[src/rtl/dpi_map.svh]
`ifndef DPI_MAP_SVH
`define DPI_MAP_SVH
`define DPI_DEFECT_W 10
`define DPI_DEFECT_MAX 10'h204
`define DPI_NO_FLAW 10'h204
`define DPI_PAD_LEN 5'h12
`define DPI_CNT_W 12
`define DPI_SECTOR_PARCELS 12'h0800
`define DPI_PARCEL_W 16
`endif

[src/rtl/dpi_pkg.sv]
package dpi_pkg;
    typedef enum logic [1:0] {
        DPI_IDLE = 2'b00,
        DPI_XFER = 2'b01,
        DPI_PAD = 2'b10,
        DPI_DONE = 2'b11
    } dpi_state_t;
    typedef struct packed {
        logic valid;
        logic [15:0] data;
    } dpi_parcel_t;
endpackage : dpi_pkg
[src/rtl/dpi_defect_pad.sv]
`timescale 1ns/1ps
`include "dpi_map.svh"
// Summary of operation
// - Write inserts 18-parcel pad covering flaw
// - Defect parameter counts 8-byte (4-parcel) units
// - Parameter legal range zero to 516
// - Value 1004 octal means no flaw
// - Write start loads parameter, clears counter
// - Counter per parcel, word ignores low bits
// - Word match before sector end freezes counter, starts pad
// - Host stalled while write pad runs
// - Pad repeats previous parcel to drive
// - After pad, counter and host resume
// - Padded field grows into swallow area
// - Same pad position under both heads
// - Read start latches parameter, clears counter
// - Read pad parcels from drive discarded
// - After read pad, accept parcels again
module dpi_defect_pad
    import dpi_pkg::*;
(
    input wire logic core_clk,
    input wire logic rst_b,
    input wire logic start,
    input wire logic write_mode,
    input wire logic [9:0] defect_param,
    input wire dpi_parcel_t host_in,
    output logic host_ready,
    output dpi_parcel_t drive_out,
    input wire logic drive_ready,
    input wire dpi_parcel_t drive_in,
    output dpi_parcel_t host_out,
    output logic busy,
    output logic pad_active,
    output logic param_illegal
);
    dpi_state_t state;
    dpi_state_t next_state;
    logic is_write;
    logic [11:0] parcel_cnt;
    logic [4:0] defect_cnt;
    logic [15:0] last_parcel;
    logic [9:0] held_param;
    logic held_legal;
    logic load_hold;

    assign load_hold = (state == DPI_IDLE) && start;

    dpi_hold_reg u_hold (
        .core_clk(core_clk),
        .rst_b(rst_b),
        .load(load_hold),
        .load_value(defect_param),
        .value(held_param),
        .legal(held_legal)
    );

    wire [9:0] word_cnt = parcel_cnt[11:2];
    wire word_phase0 = (parcel_cnt[1:0] == 2'b00);
    // no pad on max or illegal
    wire flaw_present = held_legal && (held_param != `DPI_NO_FLAW);
    wire sector_end = (parcel_cnt == `DPI_SECTOR_PARCELS);
    logic pad_done;
    wire hit = flaw_present && word_phase0 && (word_cnt == held_param) && !pad_done;
    wire w_step = host_in.valid && drive_ready;
    wire r_step = drive_in.valid;
    wire step = (state == DPI_XFER) && !hit && !sector_end && (is_write ? w_step : r_step);
    wire pad_step = (state == DPI_PAD) && (is_write ? drive_ready : r_step);
    wire pad_last = pad_step && (defect_cnt == 5'h01);
    // Match at sector end ends the field instead
    wire pad_start = (state == DPI_XFER) && hit && !sector_end;

    always_comb begin
        next_state = state;
        unique case (state)
            DPI_IDLE: if (start) next_state = DPI_XFER;
            DPI_XFER: begin
                if (sector_end) next_state = DPI_DONE;
                else if (hit) next_state = DPI_PAD;
            end
            DPI_PAD: if (pad_last) next_state = DPI_XFER;
            DPI_DONE: next_state = DPI_IDLE;
        endcase
    end

    always_ff @(posedge core_clk or negedge rst_b) begin
        if (!rst_b) begin
            state <= DPI_IDLE;
            is_write <= 1'b0;
            parcel_cnt <= 12'h000;
            defect_cnt <= 5'h00;
            pad_done <= 1'b0;
        end else begin
            state <= next_state;
            if (load_hold) begin
                is_write <= write_mode;
                parcel_cnt <= 12'h000;
                pad_done <= 1'b0;
            end else if (step) begin
                parcel_cnt <= parcel_cnt + 12'h001;
            end
            if (pad_start) begin
                defect_cnt <= `DPI_PAD_LEN;
            end else if (pad_step) begin
                defect_cnt <= defect_cnt - 5'h01;
            end
            if (pad_last) begin
                pad_done <= 1'b1;
            end
        end
    end

    assign host_ready = (state == DPI_XFER) && is_write && !hit && !sector_end && drive_ready;

    always_ff @(posedge core_clk or negedge rst_b) begin
        if (!rst_b) begin
            last_parcel <= 16'h0000;
            drive_out <= '0;
        end else begin
            drive_out.valid <= 1'b0;
            if (step && is_write) begin
                last_parcel <= host_in.data;
                drive_out <= '{valid: 1'b1, data: host_in.data};
            end else if (pad_step && is_write) begin
                drive_out <= '{valid: 1'b1, data: last_parcel};
            end
        end
    end

    always_ff @(posedge core_clk or negedge rst_b) begin
        if (!rst_b) begin
            host_out <= '0;
        end else begin
            host_out.valid <= step && !is_write;
            if (step && !is_write) begin
                host_out.data <= drive_in.data;
            end
        end
    end

    assign busy = (state != DPI_IDLE);
    assign pad_active = (state == DPI_PAD);
    assign param_illegal = !held_legal;

    // Pad parcels issued in this sector
    logic [4:0] pad_seen;
    always_ff @(posedge core_clk or negedge rst_b) begin
        if (!rst_b) begin
            pad_seen <= 5'h00;
        end else if (load_hold) begin
            pad_seen <= 5'h00;
        end else if (pad_step) begin
            pad_seen <= pad_seen + 5'h01;
        end
    end

    a_pad_stall: assert property (@(posedge core_clk) disable iff (!rst_b)
        pad_active |-> !host_ready)
        else $error("host not stalled in pad");

    a_pad_load: assert property (@(posedge core_clk) disable iff (!rst_b)
        pad_start |=> (defect_cnt == `DPI_PAD_LEN && pad_active))
        else $error("pad count not eighteen");

    a_cnt_frozen: assert property (@(posedge core_clk) disable iff (!rst_b)
        pad_active |=> $stable(parcel_cnt))
        else $error("parcel counter moved in pad");

    a_read_drop: assert property (@(posedge core_clk) disable iff (!rst_b)
        (pad_active && !is_write) |=> !host_out.valid)
        else $error("pad parcel passed to host");

    a_pad_repeat: assert property (@(posedge core_clk) disable iff (!rst_b)
        (pad_step && is_write) |=> (drive_out.valid && drive_out.data == $past(last_parcel)))
        else $error("pad parcel not repeated");

    a_start_clear: assert property (@(posedge core_clk) disable iff (!rst_b)
        load_hold |=> (parcel_cnt == 12'h000 && held_param == $past(defect_param)))
        else $error("start did not load");

    a_no_flaw: assert property (@(posedge core_clk) disable iff (!rst_b)
        (held_param == `DPI_NO_FLAW) |-> !hit)
        else $error("pad on flawless sector");

    a_pad_end: assert property (@(posedge core_clk) disable iff (!rst_b)
        pad_last |=> (state == DPI_XFER))
        else $error("transfer did not resume");

    a_read_start: assert property (@(posedge core_clk) disable iff (!rst_b)
        (load_hold && !write_mode) |=> (!is_write && parcel_cnt == 12'h000))
        else $error("read start not cleared");

    a_word_match: assert property (@(posedge core_clk) disable iff (!rst_b)
        hit |-> (parcel_cnt[11:2] == held_param && parcel_cnt[1:0] == 2'b00))
        else $error("pad off word boundary");

    a_cnt_step: assert property (@(posedge core_clk) disable iff (!rst_b)
        step |=> (parcel_cnt == $past(parcel_cnt) + 12'h001))
        else $error("parcel counter not advanced");

    a_cnt_hold: assert property (@(posedge core_clk) disable iff (!rst_b)
        (state == DPI_XFER && !step) |=> $stable(parcel_cnt))
        else $error("parcel counter moved idle");

    a_pad_count: assert property (@(posedge core_clk) disable iff (!rst_b)
        pad_step |=> (defect_cnt == $past(defect_cnt) - 5'h01))
        else $error("pad counter not decremented");

    a_pad_len: assert property (@(posedge core_clk) disable iff (!rst_b)
        pad_seen <= `DPI_PAD_LEN)
        else $error("pad longer than eighteen");

    a_legal_flag: assert property (@(posedge core_clk) disable iff (!rst_b)
        load_hold |=> (param_illegal == ($past(defect_param) > `DPI_DEFECT_MAX)))
        else $error("illegal flag wrong");

    a_illegal_nopad: assert property (@(posedge core_clk) disable iff (!rst_b)
        param_illegal |-> !hit)
        else $error("pad on illegal parameter");

    a_host_resume: assert property (@(posedge core_clk) disable iff (!rst_b)
        (pad_last && is_write) |=> (!drive_ready || host_ready))
        else $error("host not resumed");

    a_read_resume: assert property (@(posedge core_clk) disable iff (!rst_b)
        (pad_last && !is_write) ##1 r_step |=> host_out.valid)
        else $error("read not resumed");

    a_read_pass: assert property (@(posedge core_clk) disable iff (!rst_b)
        (step && !is_write) |=> (host_out.valid && host_out.data == $past(drive_in.data)))
        else $error("read parcel lost");

    a_write_pass: assert property (@(posedge core_clk) disable iff (!rst_b)
        (step && is_write) |=> (drive_out.valid && drive_out.data == $past(host_in.data)))
        else $error("write parcel lost");

    a_read_quiet: assert property (@(posedge core_clk) disable iff (!rst_b)
        (busy && !is_write) |=> !drive_out.valid)
        else $error("drive written in read");

    a_write_quiet: assert property (@(posedge core_clk) disable iff (!rst_b)
        is_write |=> !host_out.valid)
        else $error("host fed in write");

    a_pad_once: assert property (@(posedge core_clk) disable iff (!rst_b)
        pad_done |-> !hit)
        else $error("second pad in sector");

    a_done_idle: assert property (@(posedge core_clk) disable iff (!rst_b)
        (state == DPI_DONE) |=> (state == DPI_IDLE))
        else $error("sector did not close");

    a_sector_len: assert property (@(posedge core_clk) disable iff (!rst_b)
        sector_end |-> (!step && !host_ready))
        else $error("parcel past sector end");

    a_hit_stall: assert property (@(posedge core_clk) disable iff (!rst_b)
        hit |-> !host_ready)
        else $error("host not stalled at match");

    a_pad_wait: assert property (@(posedge core_clk) disable iff (!rst_b)
        (pad_active && is_write && !drive_ready) |=> !drive_out.valid)
        else $error("pad parcel without drive ready");

    a_pad_word: assert property (@(posedge core_clk) disable iff (!rst_b)
        pad_start |-> (parcel_cnt == {held_param, 2'b00}))
        else $error("pad at wrong word");

    c_write_pad: cover property (@(posedge core_clk) disable iff (!rst_b) pad_last && is_write);
    c_read_pad: cover property (@(posedge core_clk) disable iff (!rst_b) pad_last && !is_write);
    c_done: cover property (@(posedge core_clk) disable iff (!rst_b) state == DPI_DONE);
    c_illegal: cover property (@(posedge core_clk) disable iff (!rst_b) load_hold ##1 param_illegal);
    c_start_busy: cover property (@(posedge core_clk) disable iff (!rst_b) busy && start);
endmodule : dpi_defect_pad

[src/rtl/dpi_hold_reg.sv]
`timescale 1ns/1ps
`include "dpi_map.svh"
module dpi_hold_reg
    import dpi_pkg::*;
(
    input wire logic core_clk,
    input wire logic rst_b,
    input wire logic load,
    input wire logic [9:0] load_value,
    output logic [9:0] value,
    output logic legal
);
    always_ff @(posedge core_clk or negedge rst_b) begin
        if (!rst_b) begin
            value <= `DPI_NO_FLAW;
            legal <= 1'b1;
        end else if (load) begin
            value <= load_value;
            legal <= (load_value <= `DPI_DEFECT_MAX);
        end
    end
endmodule : dpi_hold_reg

[config.mk]
export PLATFORM = sky130hd
export DESIGN_NAME = dpi_defect_pad
export DESIGN_NICKNAME = d
export VERILOG_FILES = /design/src/rtl/dpi_pkg.sv /design/src/rtl/dpi_defect_pad.sv /design/src/rtl/dpi_hold_reg.sv
export VERILOG_INCLUDE_DIRS = /design/src /design/src/rtl
export SDC_FILE = /design/constraint.sdc
export NUM_CORES = 1
export LEC_CHECK = 0
export BUFFER_PORTS_ARGS = -buffer_cell sky130_fd_sc_hd__buf_4
export CORE_ASPECT_RATIO = 1.75
export CORE_UTILIZATION = 45
export CTS_CLUSTER_SIZE = 14
export DETAILED_ROUTE_END_ITERATION = 8
export GPL_TIMING_DRIVEN = 0
export PLACE_DENSITY = 0.71
export SYNTH_ARGS = -nofsm -noshare
export SYNTH_HDL_FRONTEND = slang
export SYNTH_SLANG_ARGS = --single-unit
export TNS_END_PERCENT = 1
[constraint.sdc]
create_clock -name core_clk -period 2.2 [get_ports core_clk]
set_input_delay 0.22 -clock core_clk [delete_from_list [all_inputs] [get_ports core_clk]]
set_output_delay 0.22 -clock core_clk [all_outputs]
set_load 0.02 [all_outputs]
Word-level counts from Yosys, hierarchy flattened
Index checks and enable logic that the tools add are counted.
Word-level totals
  bits in registers: 82
  latch bits: 0
  bits in writable memories: 0
  ROM bits: 0
  input port bits: 49
  output and inout port bits: 38
  word-level logic and storage cells: 73
  memories: 0
Cells by class
  add/subtract/negate cells: 2
  multipliers: 0
  divide/modulo/power cells: 0
  order comparisons: 1
  equality and inequality tests: 10
  shifts and indexed selects: 0
  muxes and demuxes: 15
  bitwise logic cells: 0
  reductions and logical operators: 33
Operator list (number)
  $mux W17: 2
  $mux W12: 2
  $logic_and A1 B1 Y1: 20
  $add A12 B1 Y12 const B: 1
  $eq A12 B12 Y1 const B: 1
  $eq A10 B10 Y1: 1
  $le A10 B10 Y1 const B: 1
  $mux W5: 2
  $ne A10 B10 Y1 const B: 1
  $reduce_bool A2 Y1: 5
  $mux W2: 4
  $pmux W2 S4: 1
  $eq A5 B1 Y1 const B: 1
  $logic_not A1 Y1: 5
  $sub A5 B1 Y5 const B: 1
  $eq A2 B2 Y1 const B: 2
  $logic_not A2 Y1: 2
  $mux W1: 4
  $ne A3 B3 Y1 const B: 1
  $reduce_and A3 Y1: 1
  $eq A2 B1 Y1 const B: 1
  $ne A2 B1 Y1 const B: 1
  $ne A2 B2 Y1 const B: 1

Longest topological paths before layout
Gate-level depths: netlist (run 1).
  word-level depth: 11
  depth in mapped cells: 9
  depth with buffers taken out: 7

Modules after synthesis
A second synthesis (run 1) with hierarchy kept.
Second synthesis, totals
  cell total of the unflattened synthesis: 314
  area, all modules: 3926.3 um^2
Modules (own cells, without submodules)
  dpi_defect_pad: instances 1, cells an instance 284, area an instance 3457.1 um^2, seq. area each 1776.7 um^2
  dpi_hold_reg: instances 1, cells an instance 30, area an instance 469.2 um^2, seq. area each 279.0 um^2

Worst setup path after synthesis (run 1)
OpenSTA, ideal clock, no wires.
  kind: register -> register
  start point: register parcel_cnt[0]
  end point: register host_out[10] (netlist name)
  setup time: 0.125 ns
  arrival: 2.066 ns
  setup slack: 0.009 ns
  cell stages (with the launch flop): 10
  buffers on the path: 3
  cells stage by stage: dfrtp_1 -> inv_1 -> ha_1 -> nor4b_1 -> a31o_1 -> buf_4 -> or3_1 -> buf_6 -> buf_6 -> mux2_4
On the way
  longest elaborated chain between the ends: 9
RTL lines
  start, declared: line dpi_defect_pad.sv:40  | logic [11:0] parcel_cnt;
  start signal, assigned: line dpi_defect_pad.sv:100  | parcel_cnt <= parcel_cnt + 12'h001;
  $logic_not A2 Y1: line dpi_defect_pad.sv:59  | wire word_phase0 = (parcel_cnt[1:0] == 2'b00);
  $logic_and A1 B1 Y1 (3 in a row): line dpi_defect_pad.sv:64  | wire hit = flaw_present && word_phase0 && (word_cnt == held_param) && !pad_done;
  $logic_not A1 Y1: line dpi_defect_pad.sv:67  | wire step = (state == DPI_XFER) && !hit && !sector_end && (is_write ? w_step : r_step);
  $logic_and A1 B1 Y1: line dpi_defect_pad.sv:67
  $logic_and A1 B1 Y1 * (2 in a row): line dpi_defect_pad.sv:67
  $logic_and A1 B1 Y1 *: line dpi_defect_pad.sv:135  | if (step && !is_write) begin
  end, declared: line dpi_defect_pad.sv:32  | output dpi_parcel_t host_out,
Every way passes the cells marked *; elsewhere a longest branch is shown, timed or not.
A chain may end at the register's enable or synchronous reset.

Worst setup path in the final report (run 1)
  start point: register u_hold.value[2]
  end point: register host_out[12] (netlist name)
On the way
  longest elaborated chain between the ends: 10
RTL lines
  start, declared: line dpi_hold_reg.sv:10  | output logic [9:0] value,
  start signal, assigned: line dpi_hold_reg.sv:15  | value <= `DPI_NO_FLAW;
  start signal, assigned: line dpi_hold_reg.sv:18  | value <= load_value;
  $ne A10 B10 Y1 (no line)
  $logic_and A1 B1 Y1: line dpi_defect_pad.sv:61  | wire flaw_present = held_legal && (held_param != `DPI_NO_FLAW);
  $logic_and A1 B1 Y1: line dpi_defect_pad.sv:64
  $logic_and A1 B1 Y1 * (2 in a row): line dpi_defect_pad.sv:64
  $logic_not A1 Y1 *: line dpi_defect_pad.sv:67
  $logic_and A1 B1 Y1 * (3 in a row): line dpi_defect_pad.sv:67
  $logic_and A1 B1 Y1 *: line dpi_defect_pad.sv:135
Marks and branches as above.

==> results of run 1 <==
==> cell families (layout without fill, tap and decap cells) <==
logic type,count (synthesis),count (layout)
mux,68,68
fa+ha+maj,4,4
buf+inv,22,129
simple gates,113,113
xor+xnor,14,14
flops,82,82
compound gates,26,26
==> stage by stage <==
stage,worst slack [ns],util,power [W],hold WS [ns]
after floorplan,0.00927,-,0.00434,-0.0756
after global placement,-0.289,0.552,0.00521,0.379
after detailed placement,-0.326,0.552,0.00533,0.389
after CTS,-0.131,0.605,0.00699,0.0249
after global routing,-0.195,0.605,0.00737,0.0277
final,-0.134,0.605,0.00693,0.0379
==> cells in the final DEF, fill, tap and decap left out, types with 3 or more instances in the layout <==
cell        n
buf_4      92
dfrtp_1    79
nand2_1    49
mux2_4     40
mux2_2     17
xnor2_1    12
nand3_1    11
nor2_1     11
clkbuf_16   9
mux2_1      8
a21oi_1     8
inv_1       7
nand4_1     6
o21ai_0     6
or3_1       5
nand2b_1    4
or4_1       4
and3_1      4
nor3_1      3
buf_6       3
buf_12      3
and2_1      3
clkbuf_1    3
o31ai_1     3
mux2i_1     3
ha_1        3
dfstp_2     3
==> Yosys cell counts (all sizes together), types with 4 or more instances <==
| cell | count | share of area |
|---|---|---|
| dfrtp | 79 | 0.49 |
| mux2 | 65 | 0.22 |
| nand2 | 49 | 0.046 |
| xnor2 | 12 | 0.026 |
| nand3 | 11 | 0.014 |
| nor2 | 11 | 0.010 |
| buf | 10 | 0.023 |
| a21oi | 8 | 0.010 |
| inv | 8 | 0.0075 |
| nand4 | 6 | 0.0094 |
| o21ai | 6 | 0.0075 |
| or3 | 6 | 0.0094 |
| and3 | 4 | 0.0063 |
| clkbuf | 4 | 0.0038 |
| ha | 4 | 0.013 |
| nand2b | 4 | 0.0063 |
| nor3 | 4 | 0.0050 |
| nor4b | 4 | 0.0088 |
| or4 | 4 | 0.0075 |
==> worst reg2reg max path, stage by stage, from the launching register on <==
cell	delay [ns]
dfstp_2	0.56
nor4b_4	0.19
and4b_1	0.27
nor4_4	0.08
buf_4	0.16
or3_1	0.36
buf_6	0.15
buf_12	0.15
mux2_4	0.30
==> final timing paths <==
kind	from	end	slack, ns	cells after the start
worst min register to register	u_hold.value[9]	u_hold.value[9]	0.48	2
worst min-delay path	rst_b	host_out[0]	0.04	1
min in group core_clk	defect_param[9]	u_hold.legal	0.04	2
worst max-delay path	u_hold.value[2]	host_out[12]	-0.13	8
max in group asynchronous	rst_b	state[0]	1.48	1
worst max register to register	u_hold.value[2]	host_out[12]	-0.13	8
==> final cells by class <==
cell class              instances  area (um^2)  area share
plain buffers                  13          141      0.0270
clock buffers                   9          225      0.0429
well taps                     117          146      0.0279
repair buffers                 92          694       0.132
flip-flops and latches         82         2060       0.392
multi-input cells             225         1870       0.357
clock inverters                 7         76.3      0.0146
inverters                       8         30.0     0.00573
==> power by group through the flow <==
stage / combinational (W) / clock (W) / sequential, W
after detailed placement: 0.00275 / 0 / 0.00258
after CTS: 0.00286 / 0.00155 / 0.00258
after global placement: 0.00267 / 0 / 0.00255
after floorplan: 0.00149 / 0 / 0.00285
after global routing: 0.00309 / 0.00162 / 0.00266
final: 0.00284 / 0.00151 / 0.00258
==> timing repair <==
action / 4_1_cts / 5_1_grt
setup buffers: 5 / 1
endpoints found under the setup margin: 62 / 49
hold buffers: 0 / 0
pin swaps: 4 / 1
resized for setup: 26 / 1
==> flip-flops by register name, summed over array words and instances, names as in the netlist <==
signal,cells
u_hold.value,10
host_out,17
u_hold.legal,1
is_write,1
drive_out,17
state,2
last_parcel,16
defect_cnt,5
parcel_cnt,12
pad_done,1
==> layer usage <==
metal | part of all wire | wire length [um] | vias up | GRT usage
met3 | 0.061 | 531 | 16 | 0.0691
met4 | 0.025 | 222 | 0 | 0.0888
met1 | 0.36 | 3180 | 1396 | 0.220
met5 | 0 | 0 | - | 0
li1 | - | - | 1361 | -
met2 | 0.55 | 4810 | 102 | 0.361
==> results by group, run 1 <==
Timing
  – Setup_tns: -3.90 ns
  – Fin. Hold Viols: 0
  – Min setup slack post-route: -0.134 ns
  – Final Cycle Share: 1.06
  – Unrepaired setup endpoints after global routing: true
  – Slew @ Worst Pin: 1.02 ns
  – # setup viols final: 43
  – Slew Limit Fails: 0
  – Clock skew: between 0.008 and 0.009 ns
  – Fmax: 0.428 GHz
  – Minimum clock period after layout: around 2.3 ns
  – Relative slew slack: 0.320

Die
  – # rows: between 40 and 50
  – Die Span X: roughly 73 um
  – DIE AREA: slightly above 0.009 mm^2
  – IO Pins: just under 90
  – Core Footprint: a little under 0.009 mm^2
  – Height of the chip: 127 um
  – Initial core utilization: 0.461

Final layout
  – Post-Layout Cell Count: 553
  – Nets: 484
  – Fillers: between 700 and 800
  – Layout cells sized above 1: 0.429
  – Syn-to-layout area delta: 31.2%
  – Post-route cell area: approximately 0.0052 mm^2
  – Antenna Cells: 0

Setup path
  – Cell family with most CP delay: simple AND/OR/NAND/NOR gates
  – Arrival time worst endpoint: between 2 and 3 ns
  – Crit path buf inv count: 3
  – Worst-path cell chain: nor4b_4, and4b_1, nor4_4, buf_4, or3_1, buf_6, buf_12, mux2_4
  – CP Launch Type: flip-flop
  – CP max stage delay: between 0.5 and 0.6 ns
  – Worst-path fanout max: 10
  – Setup CP Type: flip-flop to flip-flop
  – Critical path's slowest cell: dfstp_2
  – Worst path required time: around 2.4 ns
  – Element type at the critical path end: flip-flop

Global route
  – Initial antenna violation count: 0
  – Remaining Overflow, GRT: 0
  – Largest net degree at the start of global routing: 83
  – Vias in the first global route: 3,042
  – First-pass GRT wire length: about 14 mm
  – GRT Util Overall: 0.206

Logic synthesis
  – Number of warnings issued by yosys: 0
  – Largest family of logic cells by synthesized area: multiplexers
  – Mapped Nets: 382
  – Adder-Cell Fraction of Synth Area: 0.0125
  – Synthesized cell area: approximately 0.004 mm^2
  – XOR/XNOR Fraction of Synth Area: 0.0307
  – Asr flop ratio synth: 1.00
  – Ys flop type: dfrtp_1
  – Post-synth EDFFs: 0
  – Synthesized instance count: ~330
  – Register area share after synthesis: 0.514
  – Avg Inst Size Synth: between 10 and 15 um^2
  – Complex-gate fraction of the synthesized area: 0.0398
  – Yosys reg bits: 82
  – Post-synthesis simple-gate area fraction: 0.142
  – Cell variety after synth: 40
  – Post-synthesis mux area share: 0.226

Power
  – Pint: 0.00458 W
  – Clock power frac: 0.218
  – Switching Fraction: 0.339
  – Logic pwr share: 0.410
  – Sequential cell fraction of total power: 0.372
  – PD cells: approximately 1300 mW/mm^2
  – Leakage power: around 2.6 nW
  – Worst IR drop on VDD: ~0.83 mV
  – Switching pwr: around 0.0024 W

Route
  – Drt via density: 5.20
  – Antenna Nets Post-Route: 0
  – DR pass1 iterations: 4
  – Drt wl/cell: roughly 16 um
  – Final Routed Wirelength: about 9 mm
  – DR vias: roughly 2,900
  – Initial DRC count: 150
  – DRC: 0

Clock network
  – Root Buffer: clkbuf_16
  – Clock sinks: between 80 and 90
  – H-tree lvl count: 3
  – Worst-Skew Late Latency: about 0.34 ns
  – Max Buffers Root-to-Sink: 2
  – CTS tree: done
  – Clock transition at the registers of the reported paths: approximately 0.060 ns
  – CTS buffer count: 9

Placed design
  – Post-DP Area: roughly 0.0048 mm^2
  – Placer Congestion: slightly below 0.9
  – Hpwl dp: 6.23 mm
  – Placed insts: around 530
  – Number of I/O port buffers: 86

Status
  – Failing checks: negative setup slack
  – Status: complete, but fails checks

Worst hold path
  – Hold crit path type: input port to asynchronous set/reset pin

Run
  – Max-Cap Viols: 0
(Power assumes the default switching activity.)
==> run 2: changes to the inputs <==
--- a/config.mk
+++ b/config.mk
@@ -7,12 +7,14 @@
 export NUM_CORES = 1
 export LEC_CHECK = 0
 export BUFFER_PORTS_ARGS = -buffer_cell sky130_fd_sc_hd__buf_4
+export CELL_PAD_IN_SITES_DETAIL_PLACEMENT = 1
+export CELL_PAD_IN_SITES_GLOBAL_PLACEMENT = 1
 export CORE_ASPECT_RATIO = 1.75
-export CORE_UTILIZATION = 45
+export CORE_UTILIZATION = 39
 export CTS_CLUSTER_SIZE = 14
 export DETAILED_ROUTE_END_ITERATION = 8
 export GPL_TIMING_DRIVEN = 0
-export PLACE_DENSITY = 0.71
+export PLACE_DENSITY_LB_ADDON = 0.1
 export SYNTH_ARGS = -nofsm -noshare
 export SYNTH_HDL_FRONTEND = slang
 export SYNTH_SLANG_ARGS = --single-unit
==> results by group, run 2 (same netlist as run 1, synthesis figures left out) <==
Timing
  – Min setup slack post-route: -0.142 ns (-0.00772 ns)
  – # setup viols final: 47 (+9.3%)
  – Minimum clock period after layout: 2.34 ns (+0.00772 ns)
  – Slew Limit Fails: 0 (unchanged)
  – Final Cycle Share: 1.06 (+0.00351)
  – Fmax: 0.427 GHz (-0.33%)
  – Unrepaired setup endpoints after global routing: true
  – Setup_tns: -3.82 ns (+0.0749 ns)
  – Slew @ Worst Pin: 1.05 ns (+0.0339 ns)
  – Relative slew slack: 0.298 (-0.0226)
  – Fin. Hold Viols: 0 (unchanged)
  – Clock skew: 0.0107 ns (+0.00263 ns)

Power
  – Worst IR drop on VDD: 0.728 mV (-13%)
  – PD cells: 1340 mW/mm^2 (+1.6%)
  – Leakage power: 2.76 nW (+6.1%)

Worst hold path
  – WHS Endpoint: u_hold.legal
  – Hold crit path type: input port to flip-flop
  – Hold Startpoint: defect_param[9]
  – Depth of the worst hold-timing path: 2

Status
  – Status: complete, but fails checks
  – Failing checks: negative setup slack

Die
  – Core Footprint: 0.00991 mm^2 (+14%)
  – # rows: 48 (+6.7%)
  – DIE AREA: 0.0107 mm^2 (+15%)
  – Initial core utilization: 0.403 (-0.0576)
  – Height of the chip: 136 um (+7.3%)
  – Die Span X: 78.5 um (+7.2%)
  – IO Pins: 87 (unchanged)

Final layout
  – Layout cells sized above 1: 0.471 (+0.0421)
  – Syn-to-layout area delta: 38.9%
  – Most frequent cells in the layout: buf_4, dfrtp_1, nand2_1
  – Post-route cell area: 0.00555 mm^2 (+5.8%)
  – Biggest regs: drive_out x17, host_out x17, last_parcel x16
  – Commonest non-fill, non-tap cell in the layout: buf_4
  – Nets: 496 (+2.5%)
  – Antenna Cells: 0 (unchanged)

Clock network
  – H-tree lvl count: 3 (unchanged)
  – CTS buffer count: 9 (unchanged)
  – Worst-Skew Late Latency: 0.34 ns (about the same)
  – Clock sinks: 82 (unchanged)
  – CTS tree: done
  – Clock transition at the registers of the reported paths: 0.06 ns (about the same)
  – Max Buffers Root-to-Sink: 2 (unchanged)
  – Root Buffer: clkbuf_16

Global route
  – First-pass GRT wire length: 16.5 mm (+14%)
  – Initial antenna violation count: 0 (unchanged)
  – GRT Util Overall: 0.207 (+0.000663)
  – Remaining Overflow, GRT: 0 (unchanged)
  – Largest net degree at the start of global routing: 83 (unchanged)
  – Vias in the first global route: 3,333 (+9.6%)

Placed design
  – Number of I/O port buffers: 86 (unchanged)
  – Post-DP Area: 0.00480 mm^2 (+0.21%)
  – Hpwl dp: 7.03 mm (+13%)
  – Placer Congestion: 0.833 (-4.7%)
  – DP Worst Slack: -0.438 ns (-0.113 ns)

Setup path
  – Critical path's slowest cell: dfstp_2
  – Reg2reg start: u_hold.value[2]
  – Setup CP Type: flip-flop to flip-flop
  – Worst-path fanout max: 6 (-4)
  – Worst-path cell chain: nor4b_4, and4b_1, nor4_4, buf_4, or3_4, buf_8, clkbuf_16, mux2_4
  – Arrival time worst endpoint: 2.57 ns (+0.02 ns)
  – R2R cell count: 8 (unchanged)
  – CP Launch Type: flip-flop
  – Worst path required time: 2.42 ns (about the same)
  – Reg2Reg Capture Point: drive_out[5]
  – Worst reg2reg setup slack: -0.14 ns (about the same)
  – CP max stage delay: 0.53 ns (-0.03 ns)
  – Element type at the critical path end: flip-flop

Route
  – Top Metal Used: met4
  – Initial DRC count: 88 (-41%)
  – Antenna Nets Post-Route: 0 (unchanged)
  – M1 WL: 3.80 mm (+20%)
  – DR vias: 3,020 (+5.0%)
  – Routed wl met2: 5.95 mm (+24%)
  – Final Routed Wirelength: 10.5 mm (+20%)
  – Met3 wire len: 350 um (-34%)
  – DR pass1 iterations: 4 (unchanged)
  – DRC: 0 (unchanged)
  – Drt via density: 5.27 (+1.4%)
  – Drt wl/cell: 18.3 um (+16%)

Run
  – Max-Cap Viols: 0 (unchanged)
==> run 2: cell count changes in the layout (fill, tap and decap cells not counted), sizes merged <==
cell	change
buf	+9
bufinv	+2
clkbuf	+4
clkinv	-1
inv	-2
==> run 2: worst max path at each step <==
stage | from | end | slack (ns) | depth (start not counted)
after global placement | parcel_cnt[0] | host_ready | -0.39 | 9
after detailed placement | parcel_cnt[0] | host_ready | -0.44 | 9
after CTS | u_hold.value[2] | host_out[2] | -0.20 | 9
after floorplan | parcel_cnt[0] | host_out[10] | 0.009 | 9
after global routing | u_hold.value[7] | drive_out[4] | -0.21 | 8
final | u_hold.value[2] | drive_out[5] | -0.14 | 8
==> run 2: final cells by class <==
type	instances	area, um^2
Sequential cell	82	2060
Clock inverter	6	115
Clock buffer	10	229
Multi-Input combinational cell	225	1930
Tap cell	125	156
Fill cell	1058	4360
Timing Repair Buffer	105	892
Inverter	8	30.0
Buffer	12	135
==> run 2: timing repair <==
action                     in CTS  in global routing
gates resized for setup        32                 18
setup endpoints to repair      70                 51
pin swaps                       4                  5
buffers inserted               10                  6
gates cloned                    1                  3
hold buffers                    0                  0
==> run 2: per-stage QoR <==
stage | utilization | cells | power, W | hold slack [ns]
finish | 0.560 | 573 | 0.00746 | 0.0327
global route | 0.560 | 573 | 0.00787 | 0.0440
CTS | 0.544 | 566 | 0.00742 | 0.0215
detailed placement | 0.484 | 540 | 0.00539 | 0.384
global placement | 0.484 | 540 | 0.00524 | 0.379
floorplan | - | 329 | 0.00434 | -0.0756
==> run 2: per-layer routing <==
metal | GRT usage | up-vias
met3 | 0.0510 | 26
met4 | 0.0977 | 0
met2 | 0.386 | 78
li1 | - | 1382
met1 | 0.210 | 1534
met5 | 0 | -
==> run 2: power breakdown <==
group / internal [W] / total (W) / switching (W)
Sequential: 0.00215 / 0.00260 / 0.000444
Clock: 0.00111 / 0.00174 / 0.000624
Combinational: 0.00171 / 0.00312 / 0.00141
Total: 0.00497 / 0.00746 / 0.00248
==> run 2: worst max-delay path: cells and delay by family, from the launching register on <==
family        cells  cell delay [ns]
simple gates      4             0.92
flops             1             0.53
mux               1             0.29
buf+inv           3             0.49
==> run 3: changes to the inputs <==
--- a/config.mk
+++ b/config.mk
@@ -9,8 +9,8 @@
 export BUFFER_PORTS_ARGS = -buffer_cell sky130_fd_sc_hd__buf_4
 export CELL_PAD_IN_SITES_DETAIL_PLACEMENT = 1
 export CELL_PAD_IN_SITES_GLOBAL_PLACEMENT = 1
-export CORE_ASPECT_RATIO = 1.75
 export CORE_UTILIZATION = 39
+export CTS_BUF_LIST = sky130_fd_sc_hd__clkbuf_16
 export CTS_CLUSTER_SIZE = 14
 export DETAILED_ROUTE_END_ITERATION = 8
 export GPL_TIMING_DRIVEN = 0
==> results by group, run 3 (same netlist as run 1, synthesis figures left out) <==
Route
  – Final Routed Wirelength: 10.3 mm (-1.9%)
  – Initial DRC count: 92 (+4.5%)
  – DRC: 0 (unchanged)
  – Met3 wire len: 377 um (+7.7%)
  – Routed wl met2: 5.12 mm (-14%)
  – DR vias: 2,954 (-2.2%)
  – Drt via density: 5.13 (-2.7%)
  – Antenna Nets Post-Route: 0 (unchanged)
  – M1 WL: 4.70 mm (+24%)
  – Drt wl/cell: 17.9 um (-2.4%)
  – DR pass1 iterations: 4 (unchanged)
  – Top Metal Used: met4

Setup path
  – Worst-path cell chain: inv_2, ha_1, and3b_2, nand4_1, nor4_4, buf_4, or3_4, buf_12, clkbuf_16, mux2_4
  – CP Launch Type: flip-flop
  – Element type at the critical path end: flip-flop
  – CP max stage delay: 0.39 ns (-0.14 ns)
  – Arrival time worst endpoint: 2.59 ns (+0.02 ns)
  – Crit path buf inv count: 4 (+1)
  – Critical path's slowest cell: dfrtp_1
  – WP depth: 10 (+2)
  – Worst-path fanout max: 7 (+1)
  – Reg2Reg Capture Point: last_parcel[13]
  – Worst path required time: 2.42 ns (about the same)
  – Setup crit start: parcel_cnt[1]
  – Reg2reg start: parcel_cnt[1]
  – Worst reg2reg setup slack: -0.17 ns (-0.03 ns)
  – Setup CP Type: flip-flop to flip-flop
  – Cell family with most CP delay: simple AND/OR/NAND/NOR gates
  – R2R cell count: 10 (+2)
  – Critical Path End: last_parcel[13]

Die
  – Initial core utilization: 0.405 (+0.00184)
  – Height of the chip: 103 um (-24%)
  – IO Pins: 87 (unchanged)
  – Die Span X: 103 um (+31%)
  – Core Footprint: 0.00986 mm^2 (-0.45%)
  – DIE AREA: 0.0107 mm^2 (-0.15%)
  – # rows: 36 (-25%)

Global route
  – Vias in the first global route: 3,128 (-6.2%)
  – Largest net degree at the start of global routing: 83 (unchanged)
  – Initial antenna violation count: 0 (unchanged)
  – GRT Util Overall: 0.195 (-0.0121)
  – Remaining Overflow, GRT: 0 (unchanged)
  – First-pass GRT wire length: 15.6 mm (-5.1%)

Placed design
  – DP Worst Slack: -0.351 ns (+0.0876 ns)
  – Number of I/O port buffers: 86 (unchanged)
  – Hpwl dp: 6.74 mm (-4.2%)
  – Placer Congestion: 0.736 (-12%)

Timing
  – # setup viols final: 47 (unchanged)
  – Relative slew slack: 0.289 (-0.00850)
  – Unrepaired setup endpoints after global routing: true
  – Final Cycle Share: 1.08 (+0.0137)
  – Slew @ Worst Pin: 1.07 ns (+0.0127 ns)
  – Worst hold slack: 0.0350 ns (+0.00227 ns)
  – Fmax: 0.422 GHz (-1.3%)
  – Minimum clock period after layout: 2.37 ns (+0.0302 ns)
  – Setup_tns: -5.90 ns (-2.08 ns)
  – Slew Limit Fails: 0 (unchanged)
  – Fin. Hold Viols: 0 (unchanged)
  – Clock skew: 0.0131 ns (+0.00243 ns)
  – Min setup slack post-route: -0.172 ns (-0.0302 ns)

Clock network
  – Worst-Skew Late Latency: 0.34 ns (about the same)
  – Clock transition at the registers of the reported paths: 0.07 ns (about the same)
  – Clock sinks: 82 (unchanged)
  – CTS buffer count: 9 (unchanged)
  – CTS tree: done
  – Root Buffer: clkbuf_16
  – H-tree lvl count: 3 (unchanged)
  – Max Buffers Root-to-Sink: 2 (unchanged)

Status
  – Status: complete, but fails checks
  – Failing checks: negative setup slack

Final layout
  – Syn-to-layout area delta: 36.7%
  – Nets: 491 (-1.0%)
  – Commonest non-fill, non-tap cell in the layout: buf_4
  – Antenna Cells: 0 (unchanged)
  – Most frequent cells in the layout: buf_4, dfrtp_1, nand2_1
  – Biggest regs: drive_out x17, host_out x17, last_parcel x16
  – Layout cells sized above 1: 0.460 (-0.0105)

Run
  – Max-Cap Viols: 0 (unchanged)

Power
  – Leakage power: 2.73 nW (-1.2%)
  – Worst IR drop on VDD: 0.555 mV (-24%)
  – PD cells: 1320 mW/mm^2 (-1.8%)

Worst hold path
  – Hold crit path type: input port to flip-flop
-- run 3: worst min path at each step --
stage	startpoint	endpoint	slack [ns]	cells past startpoint
3_3_place_gp	defect_param[9]	u_hold.legal	0.38	2
5_1_grt	defect_param[9]	u_hold.legal	0.04	2
4_1_cts	defect_param[9]	u_hold.legal	0.03	2
2_1_floorplan	rst_b	defect_cnt[0]	-0.08	0
6_report	defect_param[9]	u_hold.legal	0.03	2
3_5_place_dp	defect_param[9]	u_hold.legal	0.39	2
-- run 3: per-stage QoR --
| step | cells | instance area [um^2] | util | power, W |
|---|---|---|---|---|
| after global placement | 548 | 4810 | 0.487 | 0.00525 |
| after global routing | 576 | 5460 | 0.554 | 0.00764 |
| after CTS | 567 | 5240 | 0.531 | 0.00704 |
| after floorplan | 329 | 4000 | - | 0.00434 |
| after detailed placement | 548 | 4810 | 0.487 | 0.00537 |
| final | 576 | 5460 | 0.554 | 0.00720 |
-- run 3: cell type report --
type | count | area (um^2)
Timing Repair Buffer | 98 | 822
Clock inverter | 7 | 75.1
Sequential cell | 82 | 2060
Tap cell | 133 | 166
Multi-Input combinational cell | 225 | 1920
Inverter | 8 | 30.0
Clock buffer | 9 | 225
Fill cell | 1025 | 4400
Buffer | 14 | 170
-- run 3: routing by layer --
| metal | vias up | global-route usage |
|---|---|---|
| met2 | 66 | 0.329 |
| met4 | 0 | 0.0618 |
| met1 | 1506 | 0.258 |
| met3 | 9 | 0.0296 |
| met5 | - | 0 |
| li1 | 1373 | - |
-- run 3: where the power goes --
group / internal (W) / total (W) / switching [W]
logic: 0.00168 / 0.00306 / 0.00138
clock network: 0.000886 / 0.00154 / 0.000649
registers: 0.00215 / 0.00260 / 0.000452
-- run 3: what timing repair did --
item                       CTS  global route
setup endpoints to repair   67            59
resized for setup           21            22
setup buffers                3             4
hold endpoints to repair     0             0
pin swaps                    3             3
hold buffers                 0             0
gates cloned                 0             5
